[src/common/copy_base_defs.vh]
// constants for the copy base setup command decoder
// assumes 32-bit command dwords from the video command streamer
`ifndef COPY_BASE_DEFS_VH
`define COPY_BASE_DEFS_VH

// header dword 0 fields
`define CB_TYPE_HI          31
`define CB_TYPE_LO          29
`define CB_TYPE_VIDEO       3'h3
`define CB_PIPE_HI          28
`define CB_PIPE_LO          27
`define CB_PIPE_BSDEC       2'h2
`define CB_OPC_HI           26
`define CB_OPC_LO           24
`define CB_OPC_CRYPTO       3'h6
`define CB_SUB_HI           23
`define CB_SUB_LO           16
`define CB_SUB_BASE         8'h00
`define CB_LEN_HI           15
`define CB_LEN_LO           0
`define CB_LEN_VAL          16'h0002

// address dword fields
`define CB_ADDR_HI          31
`define CB_ADDR_LO          12
`define CB_ADDR_RST         20'h00000

// register port offsets
`define CB_REG_SRC_BASE     4'h0
`define CB_REG_LIMIT        4'h1
`define CB_REG_DST_BASE     4'h2
`define CB_REG_STATUS       4'h3
`define CB_REG_CTRL         4'h4

`endif

[src/hw/bound_mask.v]
// bound check and zero substitution for returned source fetch data
// assumes fetch address and data arrive together on the engine clock
`timescale 1ns/10ps
`include "copy_base_defs.vh"
module bound_mask #(
	parameter DW = 32
) (
	// clock and reset
	input  wire          clk_i,
	input  wire          rst_n_i,
	// bound state
	input  wire [19:0]   limit_i,
	input  wire          indirect_i,
	// returned data
	input  wire          rd_valid_i,
	input  wire [31:0]   rd_addr_i,
	input  wire [DW-1:0] rd_data_i,
	output reg           out_valid_o,
	output reg  [DW-1:0] out_data_o,
	output reg           out_zeroed_o
);
	wire check_on;
	wire beyond;

	// zero limit or no indirect data switches checking off
	assign check_on = (limit_i != `CB_ADDR_RST) && indirect_i;
	assign beyond   = check_on && (rd_addr_i[`CB_ADDR_HI:`CB_ADDR_LO] >= limit_i);

	// request was already issued; only the returned data is masked
	always @(posedge clk_i) begin
		if (!rst_n_i) begin
			out_valid_o  <= 1'b0;
			out_data_o   <= {DW{1'b0}};
			out_zeroed_o <= 1'b0;
		end else begin
			out_valid_o  <= rd_valid_i;
			out_zeroed_o <= rd_valid_i && beyond;
			out_data_o   <= beyond ? {DW{1'b0}} : rd_data_i;
		end
	end
endmodule // bound_mask

[src/hw/crypto_copy_base_addr_state.v]
// decoder and state holder for the copy base setup command
// assumes the streamer hands over one dword per valid cycle, header first
//
// Notes on behaviour
// - header top bits must be video pipe type
// - pipeline, opcode, sub-opcode identify this command
// - length field must equal two, four dwords
// - dword one high bits give source base
// - dword three high bits give destination base
// - bases always added to copy start addresses
// - dword two high bits give exclusive limit
// - fetches at or above limit return zero
// - out-of-bound requests still go to memory
// - zero limit disables range check
// - disabled limit passes returned data unchanged
// - limit ignored without indirect data
//
// The plain strobed port and the register offsets were left to the implementer.
`timescale 1ns/10ps
`include "copy_base_defs.vh"
module crypto_copy_base_addr_state #(
	parameter DW = 32
) (
	// clock and reset
	input  wire          clk_i,
	input  wire          rst_n_i,
	// command dwords from the streamer
	input  wire          cmd_valid_i,
	input  wire [31:0]   cmd_dword_i,
	input  wire          cmd_first_i,
	// copy command start offsets and fetch path
	input  wire          indirect_i,
	input  wire [31:0]   src_start_i,
	input  wire [31:0]   dst_start_i,
	input  wire          rd_valid_i,
	input  wire [31:0]   rd_addr_i,
	input  wire [DW-1:0] rd_data_i,
	// register port
	input  wire [3:0]    reg_addr_i,
	input  wire [31:0]   reg_wdata_i,
	input  wire          reg_wr_i,
	input  wire          reg_rd_i,
	output reg  [31:0]   reg_rdata_o,
	// results
	output reg  [31:0]   src_addr_o,
	output reg  [31:0]   dst_addr_o,
	output reg           cmd_done_o,
	output reg           cmd_error_o,
	output wire          out_valid_o,
	output wire [DW-1:0] out_data_o,
	output wire          out_zeroed_o
);
	// data flow: the header is checked field by field, the first two payload
	// dwords go into hold registers, and all three values are committed
	// together at the third; the stored values then feed the address sums
	// and the fetch mask until the next good command or an engine reset;
	// nothing here ever stalls the streamer, so there is no back-pressure

	// walk states, one-hot; a stray code falls back to idle
	localparam [3:0] S_IDLE = 4'h1;
	localparam [3:0] S_SRC  = 4'h2;
	localparam [3:0] S_LIM  = 4'h4;
	localparam [3:0] S_DST  = 4'h8;

	// walk state
	reg  [3:0]  state_ff;
	reg  [3:0]  nxt_state;
	// committed engine state read by the later copy
	reg  [19:0] src_base_ff;
	reg  [19:0] limit_ff;
	reg  [19:0] dst_base_ff;
	// payload held until the last dword lands
	reg  [19:0] src_hold_ff;
	reg  [19:0] lim_hold_ff;
	// software control and bookkeeping
	reg         check_en_ff;
	reg  [7:0]  accept_cnt_ff;
	reg  [7:0]  reject_cnt_ff;
	// read data before its register
	reg  [31:0] nxt_rdata;
	// header fields
	wire [2:0]  hdr_type;
	wire [1:0]  hdr_pipe;
	wire [2:0]  hdr_opc;
	wire [7:0]  hdr_sub;
	wire [15:0] hdr_len;
	// header field matches
	wire        type_ok;
	wire        pipe_ok;
	wire        opc_ok;
	wire        sub_ok;
	wire        len_ok;
	wire        hdr_ok;
	wire        take_hdr;
	wire        hdr_bad;
	// payload strobes
	wire        take_pay;
	wire        take_src;
	wire        take_lim;
	wire        take_dst;
	wire [19:0] pay_addr;
	// register port decode
	wire        ctrl_wr;
	wire [31:0] status_word;
	// address sums
	wire [31:0] src_sum;
	wire [31:0] dst_sum;
	// masking control
	wire        mask_indirect;

	// header slices; together the five fields cover all of dword 0
	assign hdr_type = cmd_dword_i[`CB_TYPE_HI:`CB_TYPE_LO];
	assign hdr_pipe = cmd_dword_i[`CB_PIPE_HI:`CB_PIPE_LO];
	assign hdr_opc  = cmd_dword_i[`CB_OPC_HI:`CB_OPC_LO];
	assign hdr_sub  = cmd_dword_i[`CB_SUB_HI:`CB_SUB_LO];
	assign hdr_len  = cmd_dword_i[`CB_LEN_HI:`CB_LEN_LO];

	// each field compared on its own so a refused header is easy to trace
	assign type_ok = (hdr_type == `CB_TYPE_VIDEO);
	assign pipe_ok = (hdr_pipe == `CB_PIPE_BSDEC);
	assign opc_ok  = (hdr_opc == `CB_OPC_CRYPTO);
	assign sub_ok  = (hdr_sub == `CB_SUB_BASE);
	assign len_ok  = (hdr_len == `CB_LEN_VAL);

	// a header needs every field right; the key-exchange command
	// differs only in its sub-opcode and length, so both are checked
	assign hdr_ok   = type_ok && pipe_ok && opc_ok && sub_ok && len_ok;
	assign take_hdr = cmd_valid_i && cmd_first_i;
	assign hdr_bad  = take_hdr && !hdr_ok;

	// payload dwords count only without the first flag, in walk order
	assign take_pay = cmd_valid_i && !cmd_first_i;
	assign take_src = take_pay && (state_ff == S_SRC);
	assign take_lim = take_pay && (state_ff == S_LIM);
	assign take_dst = take_pay && (state_ff == S_DST);

	// reserved low bits are dropped here and never reach stored state
	assign pay_addr = cmd_dword_i[`CB_ADDR_HI:`CB_ADDR_LO];

	// payload walk; a new header always restarts the walk
	// and a refused header parks it, so its payload falls on idle
	always @* begin
		nxt_state = state_ff;
		if (take_hdr) begin
			nxt_state = hdr_ok ? S_SRC : S_IDLE;
		end else if (cmd_valid_i) begin
			case (state_ff)
				S_SRC:   nxt_state = S_LIM;
				S_LIM:   nxt_state = S_DST;
				S_DST:   nxt_state = S_IDLE;
				S_IDLE:  nxt_state = S_IDLE;
				default: nxt_state = S_IDLE;
			endcase
		end
	end

	// walk state register; reset parks the walk on idle
	// so a payload dword after reset is ignored
	always @(posedge clk_i) begin
		if (!rst_n_i) begin
			state_ff <= S_IDLE;
		end else begin
			state_ff <= nxt_state;
		end
	end

	// payload hold; a cut command only ever touches these,
	// so a header in mid-walk leaves the stored values in force
	always @(posedge clk_i) begin
		if (!rst_n_i) begin
			src_hold_ff <= `CB_ADDR_RST;
			lim_hold_ff <= `CB_ADDR_RST;
		end else begin
			if (take_src) begin
				src_hold_ff <= pay_addr;
			end
			if (take_lim) begin
				lim_hold_ff <= pay_addr;
			end
		end
	end

	// committed state changes all at once with the last dword,
	// so a copy never pairs a new base with an old limit
	always @(posedge clk_i) begin
		if (!rst_n_i) begin
			src_base_ff <= `CB_ADDR_RST;
			limit_ff    <= `CB_ADDR_RST;
			dst_base_ff <= `CB_ADDR_RST;
		end else if (take_dst) begin
			src_base_ff <= src_hold_ff;
			limit_ff    <= lim_hold_ff;
			dst_base_ff <= pay_addr;
		end
	end

	// one-cycle result pulses for the streamer;
	// a refused header answers one cycle after it is taken
	always @(posedge clk_i) begin
		if (!rst_n_i) begin
			cmd_done_o  <= 1'b0;
			cmd_error_o <= 1'b0;
		end else begin
			cmd_done_o  <= take_dst;
			cmd_error_o <= hdr_bad;
		end
	end

	// event counters wrap at 255;
	// software should read differences, not totals
	always @(posedge clk_i) begin
		if (!rst_n_i) begin
			accept_cnt_ff <= 8'h00;
			reject_cnt_ff <= 8'h00;
		end else begin
			if (take_dst) begin
				accept_cnt_ff <= accept_cnt_ff + 8'h01;
			end
			if (hdr_bad) begin
				reject_cnt_ff <= reject_cnt_ff + 8'h01;
			end
		end
	end

	// control register decode; only the check enable bit is kept
	assign ctrl_wr = reg_wr_i && (reg_addr_i == `CB_REG_CTRL);

	// check enable resets on, so masking works without a setup write;
	// clearing it is a debug aid that exposes beyond-bound data
	always @(posedge clk_i) begin
		if (!rst_n_i) begin
			check_en_ff <= 1'b1;
		end else if (ctrl_wr) begin
			check_en_ff <= reg_wdata_i[0];
		end
	end

	// bases are always added; zero bases make the offsets plain addresses
	// the sums wrap at the top of the 32-bit space, offsets are not range checked
	assign src_sum = {src_base_ff, 12'h000} + src_start_i;
	assign dst_sum = {dst_base_ff, 12'h000} + dst_start_i;

	// address registers follow the start offsets one cycle later,
	// so the copy sees base and offset from the same edge
	always @(posedge clk_i) begin
		if (!rst_n_i) begin
			src_addr_o <= 32'h00000000;
			dst_addr_o <= 32'h00000000;
		end else begin
			src_addr_o <= src_sum;
			dst_addr_o <= dst_sum;
		end
	end

	// status word: reject count, accept count and the walk state;
	// the counts are eight bits and roll over silently
	assign status_word = {8'h00, reject_cnt_ff, accept_cnt_ff, 4'h0, state_ff};

	// read mux; unmapped offsets and idle cycles give zero,
	// writes have no side effect here other than the control bit
	always @* begin
		nxt_rdata = 32'h00000000;
		if (reg_rd_i) begin
			case (reg_addr_i)
				`CB_REG_SRC_BASE: nxt_rdata = {src_base_ff, 12'h000};
				`CB_REG_LIMIT:    nxt_rdata = {limit_ff, 12'h000};
				`CB_REG_DST_BASE: nxt_rdata = {dst_base_ff, 12'h000};
				`CB_REG_STATUS:   nxt_rdata = status_word;
				`CB_REG_CTRL:     nxt_rdata = {31'h00000000, check_en_ff};
				default:          nxt_rdata = 32'h00000000;
			endcase
		end
	end

	// read data stand one cycle after the strobe and only then
	always @(posedge clk_i) begin
		if (!rst_n_i) begin
			reg_rdata_o <= 32'h00000000;
		end else begin
			reg_rdata_o <= nxt_rdata;
		end
	end

	// debug switch can only turn masking off, never widen it
	assign mask_indirect = indirect_i && check_en_ff;

	// fetch data masking against the stored limit
	bound_mask #(
		.DW (DW)
	) u_mask (
		.clk_i        (clk_i),
		.rst_n_i      (rst_n_i),
		.limit_i      (limit_ff),
		.indirect_i   (mask_indirect),
		.rd_valid_i   (rd_valid_i),
		.rd_addr_i    (rd_addr_i),
		.rd_data_i    (rd_data_i),
		.out_valid_o  (out_valid_o),
		.out_data_o   (out_data_o),
		.out_zeroed_o (out_zeroed_o)
	);
endmodule // crypto_copy_base_addr_state

[config.mk]
export PLATFORM = sky130hd
export DESIGN_NAME = crypto_copy_base_addr_state
export DESIGN_NICKNAME = d
export VERILOG_FILES = /design/src/hw/bound_mask.v /design/src/hw/crypto_copy_base_addr_state.v
export VERILOG_INCLUDE_DIRS = /design/src /design/src/common
export SDC_FILE = /design/constraint.sdc
export NUM_CORES = 1
export LEC_CHECK = 0
export ABC_AREA = 0
export BUFFER_PORTS_ARGS = -buffer_cell sky130_fd_sc_hd__buf_4
export CAP_MARGIN = 0
export CELL_PAD_IN_SITES_DETAIL_PLACEMENT = 0
export CELL_PAD_IN_SITES_GLOBAL_PLACEMENT = 1
export CORE_AREA = 2 2 145 203
export DETAILED_ROUTE_END_ITERATION = 8
export DIE_AREA = 0 0 147 205
export PLACE_DENSITY = 0.81
export SKIP_LAST_GASP = 1
export SYNTH_ARGS = -nofsm -noshare
export SYNTH_HDL_FRONTEND = slang
export SYNTH_SLANG_ARGS = --single-unit
[constraint.sdc]
create_clock -name clk_i -period 2.8 [get_ports clk_i]
set_clock_uncertainty 0.2 [all_clocks]
set_input_delay 0.42 -clock clk_i [delete_from_list [all_inputs] [get_ports clk_i]]
set_output_delay 0.42 -clock clk_i [all_outputs]
set_load 0.03 [all_outputs]
==> flow_metrics.env, run 1 <==
export IMPL_status="completed"
export IMPL_syn_mean_instance_area_um2=8.776
export IMPL_clk_latency_ps=530
export IMPL_cp_max_fo=3
export IMPL_post_route_min_period_ps=2713
export IMPL_fmaxAchievable_mhz=368.6
export IMPL_grt_pass1_vias=9356
export IMPL_worstHoldPathCells=3
export IMPL_cts_buffer_depth=3
export IMPL_ys_types=55
export IMPL_vias_per_cell=4.952
export IMPL_synth_warnings=0
export IMPL_max_slew_margin_pct=56.30
export IMPL_crit_arrival_ps=2910
export IMPL_hpwl_um=25620
export IMPL_dr_pass1_iters=5
export IMPL_nets=1828
export IMPL_area_growth_syn_to_layout_pct=42.85
export IMPL_slowest_delay_ps=420
export IMPL_placed_cells=1828
export IMPL_clock_sinks=249
export IMPL_wl_met3_um=1882
export IMPL_h_tree_depth=1
export IMPL_layout_commonest_cell="buf_4"
export IMPL_coreArea_um2=28310
export IMPL_clk_pin_slew_ps=70
export IMPL_cap_viol_max_count=0
export IMPL_startpoint_type="register"
export IMPL_async_flop_share_pct=0
export IMPL_worstPathCellList="ha_1 -> fa_1 -> a211oi_2 -> o211ai_1 -> a221oi_2 -> o211ai_1 -> a21oi_1 -> xor2_1 -> nor2_1"
export IMPL_core_rowCount=73
export IMPL_grt_max_degree=66
export IMPL_layout_setup_ws_ps=86.75
export IMPL_portBuffers=288
export IMPL_totalWireLength_um=34690
export IMPL_endpoint_kind="register"
export IMPL_route_antenna_remaining_nets=0
export IMPL_synth_cells=1179
export IMPL_wl_met1_um=12820
export IMPL_fillers=2650
export IMPL_synthTopCellsByArea="dfxtp_1 48%, nand2_1 9.1%, ha_1 7.3%, a21oi_1 7.1%, and2_1 4.2%"
export IMPL_p_per_area_nw_per_um2=524.0
export IMPL_worst_pin_slew_ps=655.5
export IMPL_synth_fa_ha_area_share_pct=7.642
export IMPL_crit_top_cell="o211ai_1"
export IMPL_synthXorXnorAreaFrac_pct=3.724
export IMPL_fin_crit_sh_pct=96.90
export IMPL_vias=9687
export IMPL_antenna_found_initial=1
export IMPL_drc=0
export IMPL_gp_congestion=0.8519
export IMPL_whs_ps=24.81
export IMPL_synthSimpleGateAreaFrac_pct=21.06
export IMPL_drv_slew=0
export IMPL_synth_compound_area_share_pct=15.48
export IMPL_synth_edf_count=0
export IMPL_dieArea_um2=30140
export IMPL_synth_ff_latch_count=249
export IMPL_synthMuxAreaShare_pct=0.09674
export IMPL_synth_top_cell_by_area="dfxtp_1"
export IMPL_ys_flop_type="dfxtp_1"
export IMPL_finalSetupViolations=0
export IMPL_drt_iter0_drc=490
export IMPL_crit_type="reg -> reg"
export IMPL_leakage_nw=6.141
export IMPL_grt_pass1_wl_um=52270
export IMPL_layout_common_cells="327 x buf_4, 250 x nand2_1, 249 x dfxtp_1"
export IMPL_grt_ovfl_total=0
export IMPL_reg2reg_depth=9
export IMPL_fp_dieW_um=147
export IMPL_ir_worst_vdd_mv=0.3260
export IMPL_netlist_area_um2=10350
export IMPL_hold_violations=0
export IMPL_cts_buffers=24
export IMPL_yosysTopAreaCellShare_pct=48.17
export IMPL_gr_usage_all_layers_pct=22.31
export IMPL_tritoncts="yes"
export IMPL_crit_slowest_cell="fa_1"
export IMPL_io_pins=336
export IMPL_crit_required_ps=3000
export IMPL_top_layer="met4"
export IMPL_rsz0062_at_grt="yes"
export IMPL_hold_class="in -> reg"
export IMPL_drive_gt1_share_pct=24.62
export IMPL_post_cts_setup_buffer_count=0
export IMPL_start_util_pct=36.54
export IMPL_fin_cells=1956
export IMPL_die_h_um=205
export IMPL_dp_worst_setup_slack_ps=-100.2
export IMPL_wl_per_cell_um=17.73
export IMPL_root_buffer="clkbuf_16"
export IMPL_seq_area_frac_synth_pct=48.17
export IMPL_wl_met2_um=18300
export IMPL_synth_top_family_by_area="simple AND/OR/NAND/NOR gates"
export IMPL_finalSetupTns_ps=0
==> per-stage QoR <==
stage | util (%) | power, mW | area (um2)
2_1_floorplan | - | 4.099 | 10360
3_3_place_gp | 46.36 | 4.487 | 13130
3_5_place_dp | 46.36 | 4.496 | 13130
4_1_cts | 52.11 | 7.818 | 14760
5_1_grt | 52.21 | 8.022 | 14780
6_report | 52.21 | 7.746 | 14780
==> cell families after synthesis <==
group / Yosys count
buf+inv: 90
other cells: 1
fa+ha+maj: 62
simple gates: 473
compound gates: 259
mux: 1
flops: 249
xor+xnor: 44
==> layer usage <==
metal	up-vias	GRT usage (%)
met5	-	0
met4	0	10.51
met3	71	2.784
met2	322	42.66
met1	4498	24.26
li1	4796	-
==> state kept, by name (all words and copies together) (netlist names), 4 cells and up <==
signal and count:
dst_addr_o 32, limit_ff 20, dst_base_ff 20, state_ff 4, u_mask.out_data_o 32, reg_rdata_o 28, accept_cnt_ff 8, src_addr_o 32
lim_hold_ff 20, reject_cnt_ff 8, src_base_ff 20, src_hold_ff 20
==> synthesized netlist by cell type (7+ instances only) <==
cell / count
and3_1: 8
ha_1: 60
nand2b_1: 7
nand2_1: 250
and2_1: 70
dfxtp_1: 249
nor4_1: 10
nor3_1: 7
a21oi_1: 147
xor2_1: 24
a21o_1: 17
nand3_1: 8
nand4_1: 15
o21ai_0: 26
nor2_1: 77
inv_1: 29
clkbuf_1: 39
a222oi_1: 20
buf_2: 13
xnor2_1: 20
nor4b_1: 7
a211oi_1: 13
==> critical path, delay by kind of cell (launching register included) <==
family / cells / cell delay (ps)
compound gates: 5 / 1150
xor+xnor: 1 / 170
fa+ha+maj: 2 / 650
flops: 1 / 360
simple gates: 1 / 50
==> layout make-up <==
class                      count  area, um2  share of cell area (%)
sequential                   249       4985                   33.72
inverter                      29      111.4                  0.7533
clock buffer                  33      695.7                   4.706
antenna                        1      2.502                 0.01693
timing repair buffer         415       3377                   22.85
multi-input combinational    843       5040                   34.10
tap                          375      469.2                   3.174
clock inverter                11      101.3                  0.6856
==> where the power goes <==
group          leakage [nW]  internal [mW]  total (mW)  switching, mW
Combinational          3.73          0.418       0.869          0.451
Clock                 0.381           1.85        3.23           1.38
Sequential             2.03           3.62        3.65         0.0256
Total                  6.14           5.89        7.75           1.86
==> timing repair <==
action	4_1_cts	5_1_grt
hold endpoints to repair	114	0
setup endpoints to repair	0	38
gates resized for setup	0	4
hold buffers	83	0
==> worst paths after layout <==
kind / endpoint / slack [ps] / from
max: src_addr_o[28]$_SDFF_PN0_ / 90 / src_base_ff[0]$_SDFFE_PN0P_
min: dst_addr_o[12]$_SDFF_PN0_ / 20 / dst_start_i[12]
max reg2reg: src_addr_o[28]$_SDFF_PN0_ / 90 / src_base_ff[0]$_SDFFE_PN0P_
min reg2reg: src_base_ff[7]$_SDFFE_PN0P_ / 250 / src_hold_ff[7]$_SDFFE_PN0P_
Note: power is estimated with default switching activity, not from simulation.
==> run 2, diff against run 1 <==
--- a/config.mk
+++ b/config.mk
@@ -9,11 +9,9 @@
 export ABC_AREA = 0
 export BUFFER_PORTS_ARGS = -buffer_cell sky130_fd_sc_hd__buf_4
 export CAP_MARGIN = 0
-export CELL_PAD_IN_SITES_DETAIL_PLACEMENT = 0
-export CELL_PAD_IN_SITES_GLOBAL_PLACEMENT = 1
-export CORE_AREA = 2 2 145 203
+export CORE_AREA = 2 2 124 174
 export DETAILED_ROUTE_END_ITERATION = 8
-export DIE_AREA = 0 0 147 205
+export DIE_AREA = 0 0 126 176
 export PLACE_DENSITY = 0.81
 export SKIP_LAST_GASP = 1
 export SYNTH_ARGS = -nofsm -noshare
==> run 2 against run 1 <==
Hold slack lost 11 ps. Highest routed layer unchanged. Worst setup slack barely moved. Clock power down 2%. Register-to-register slack is essentially flat. Combinational power about the same. First-iteration DRC count increased by 83%. Routed wire length shrank 1.7%.
==> flow_metrics.env, run 2 (synthesis gave the netlist of run 1 again) <==
export IMPL_crit_required_ps=3010
export IMPL_min_from="cmd_valid_i"
export IMPL_layout_commonest_cell="buf_4"
export IMPL_worst_pin_slew_ps=771.3
export IMPL_rr_startpoint="limit_ff[13]$_SDFFE_PN0P_"
export IMPL_antenna_found_initial=1
export IMPL_leakage_nw=6.092
export IMPL_io_pins=336
export IMPL_endpoint_kind="register"
export IMPL_ir_worst_vdd_mv=0.3905
export IMPL_drt_iter0_drc=897
export IMPL_fin_crit_sh_pct=96.90
export IMPL_finalSetupViolations=0
export IMPL_startpoint_type="register"
export IMPL_wl_per_cell_um=18.66
export IMPL_multi_input_area_um2=5029
export IMPL_die_h_um=176
export IMPL_hpwl_um=24010
export IMPL_layout_common_cells="320 x buf_4, 250 x nand2_1, 246 x dfxtp_1"
export IMPL_max_slew_margin_pct=48.58
export IMPL_coreArea_um2=20480
export IMPL_core_rowCount=62
export IMPL_grt_ovfl_total=0
export IMPL_fillers=1502
export IMPL_grt_max_degree=66
export IMPL_drv_slew=0
export IMPL_dp_worst_setup_slack_ps=-96.31
export IMPL_clk_latency_ps=520
export IMPL_portBuffers=288
export IMPL_fin_area_um2=14530
export IMPL_cp_max_fo=32
export IMPL_post_route_min_period_ps=2713
export IMPL_rsz0062_at_grt="yes"
export IMPL_area_growth_syn_to_layout_pct=40.41
export IMPL_root_buffer="clkbuf_16"
export IMPL_route_antenna_remaining_nets=0
export IMPL_hold_violations=0
export IMPL_vias_per_cell=5.458
export IMPL_crit_arrival_ps=2920
export IMPL_grt_pass1_vias=9964
export IMPL_layout_setup_ws_ps=86.79
export IMPL_dieArea_um2=22180
export IMPL_clk_pin_slew_ps=60
export IMPL_hold_class="in -> reg"
export IMPL_tritoncts="yes"
export IMPL_reg2reg_slack_ps=90
export IMPL_cts_buffers=23
export IMPL_nets=1819
export IMPL_crit_type="reg -> reg"
export IMPL_dr_pass1_iters=6
export IMPL_vias=9972
export IMPL_busiest_layer="met2"
export IMPL_top_regs="dst_addr_o x32, src_addr_o x32, u_mask.out_data_o x32"
export IMPL_gr_usage_all_layers_pct=29.70
export IMPL_setup_worst_path_start="limit_ff[13]$_SDFFE_PN0P_"
export IMPL_clock_sinks=249
export IMPL_drc=0
export IMPL_whs_ps=14.10
export IMPL_status="completed"
export IMPL_drive_gt1_share_pct=24.27
export IMPL_totalWireLength_um=34100
export IMPL_final_seq_area_um2=4989
export IMPL_grt_pass1_wl_um=52270
export IMPL_h_tree_depth=1
export IMPL_placed_area_um2=12920
export IMPL_placed_cells=1701
export IMPL_fin_cells=1827
export IMPL_fmaxAchievable_mhz=368.6
export IMPL_use_met2_pct=55.96
export IMPL_start_util_pct=50.53
export IMPL_cts_buffer_depth=3
export IMPL_grtUsageMet1_pct=30.75
export IMPL_total_power_mw=7.668
export IMPL_gp_congestion=0.9759
export IMPL_cap_viol_max_count=0
export IMPL_p_per_area_nw_per_um2=527.8
export IMPL_fp_dieW_um=126
export IMPL_use_met3_pct=5.485
run 2: final timing paths:
kind                                                          to  depth (start not counted)
worst min-delay path                    state_ff[1]$_SDFFE_PN0P_                          3
worst min register to register          limit_ff[7]$_SDFFE_PN0P_                          2
worst max-delay path            u_mask.out_data_o[17]$_SDFF_PP0_                          9
worst max register to register  u_mask.out_data_o[17]$_SDFF_PP0_                          9
run 2: stage by stage:
stage	setup TNS [ps]	utilization [%]
after floorplan	0	-
after global placement	-208.9	63.11
after detailed placement	-1582	63.11
after CTS	0	70.80
after global routing	-201.3	70.94
final	0	70.94
run 2: layout make-up:
cell class / instances / share of cell area (%)
clock buffer: 33 / 4.495
inverter: 29 / 0.7665
sequential: 249 / 34.34
tap: 256 / 2.205
timing repair buffer: 407 / 22.87
antenna: 1 / 0.01722
multi-input combinational: 843 / 34.61
clock inverter: 9 / 0.6976
run 2: critical path, stage by stage, from the launching register on:
cell	delay (ps)
dfxtp_1	330
inv_1	60
ha_1	290
nand4_1	130
or2_1	270
o41a_1	450
a311oi_2	380
nor2_1	130
buf_12	190
and2_1	170
run 2: timing repair:
item,4_1_cts,5_1_grt
hold endpoints to repair,108,0
endpoints found under the setup margin,0,41
resized for setup,0,6
setup buffers,0,1
hold buffers,82,0
run 2: routing by layer:
layer | share of wire, % | vias to the layer above | wire length [um]
met2 | 52 | 447 | 17770
met1 | 35 | 4636 | 11920
met3 | 7.1 | 108 | 2427
li1 | - | 4781 | -
met4 | 5.8 | 0 | 1981
met5 | 0 | - | 0
run 2: power by group:
group / internal, mW / switching [mW] / total, mW
sequential: 3.62 / 0.0292 / 3.65
clock: 1.81 / 1.34 / 3.15
combinational: 0.417 / 0.451 / 0.868
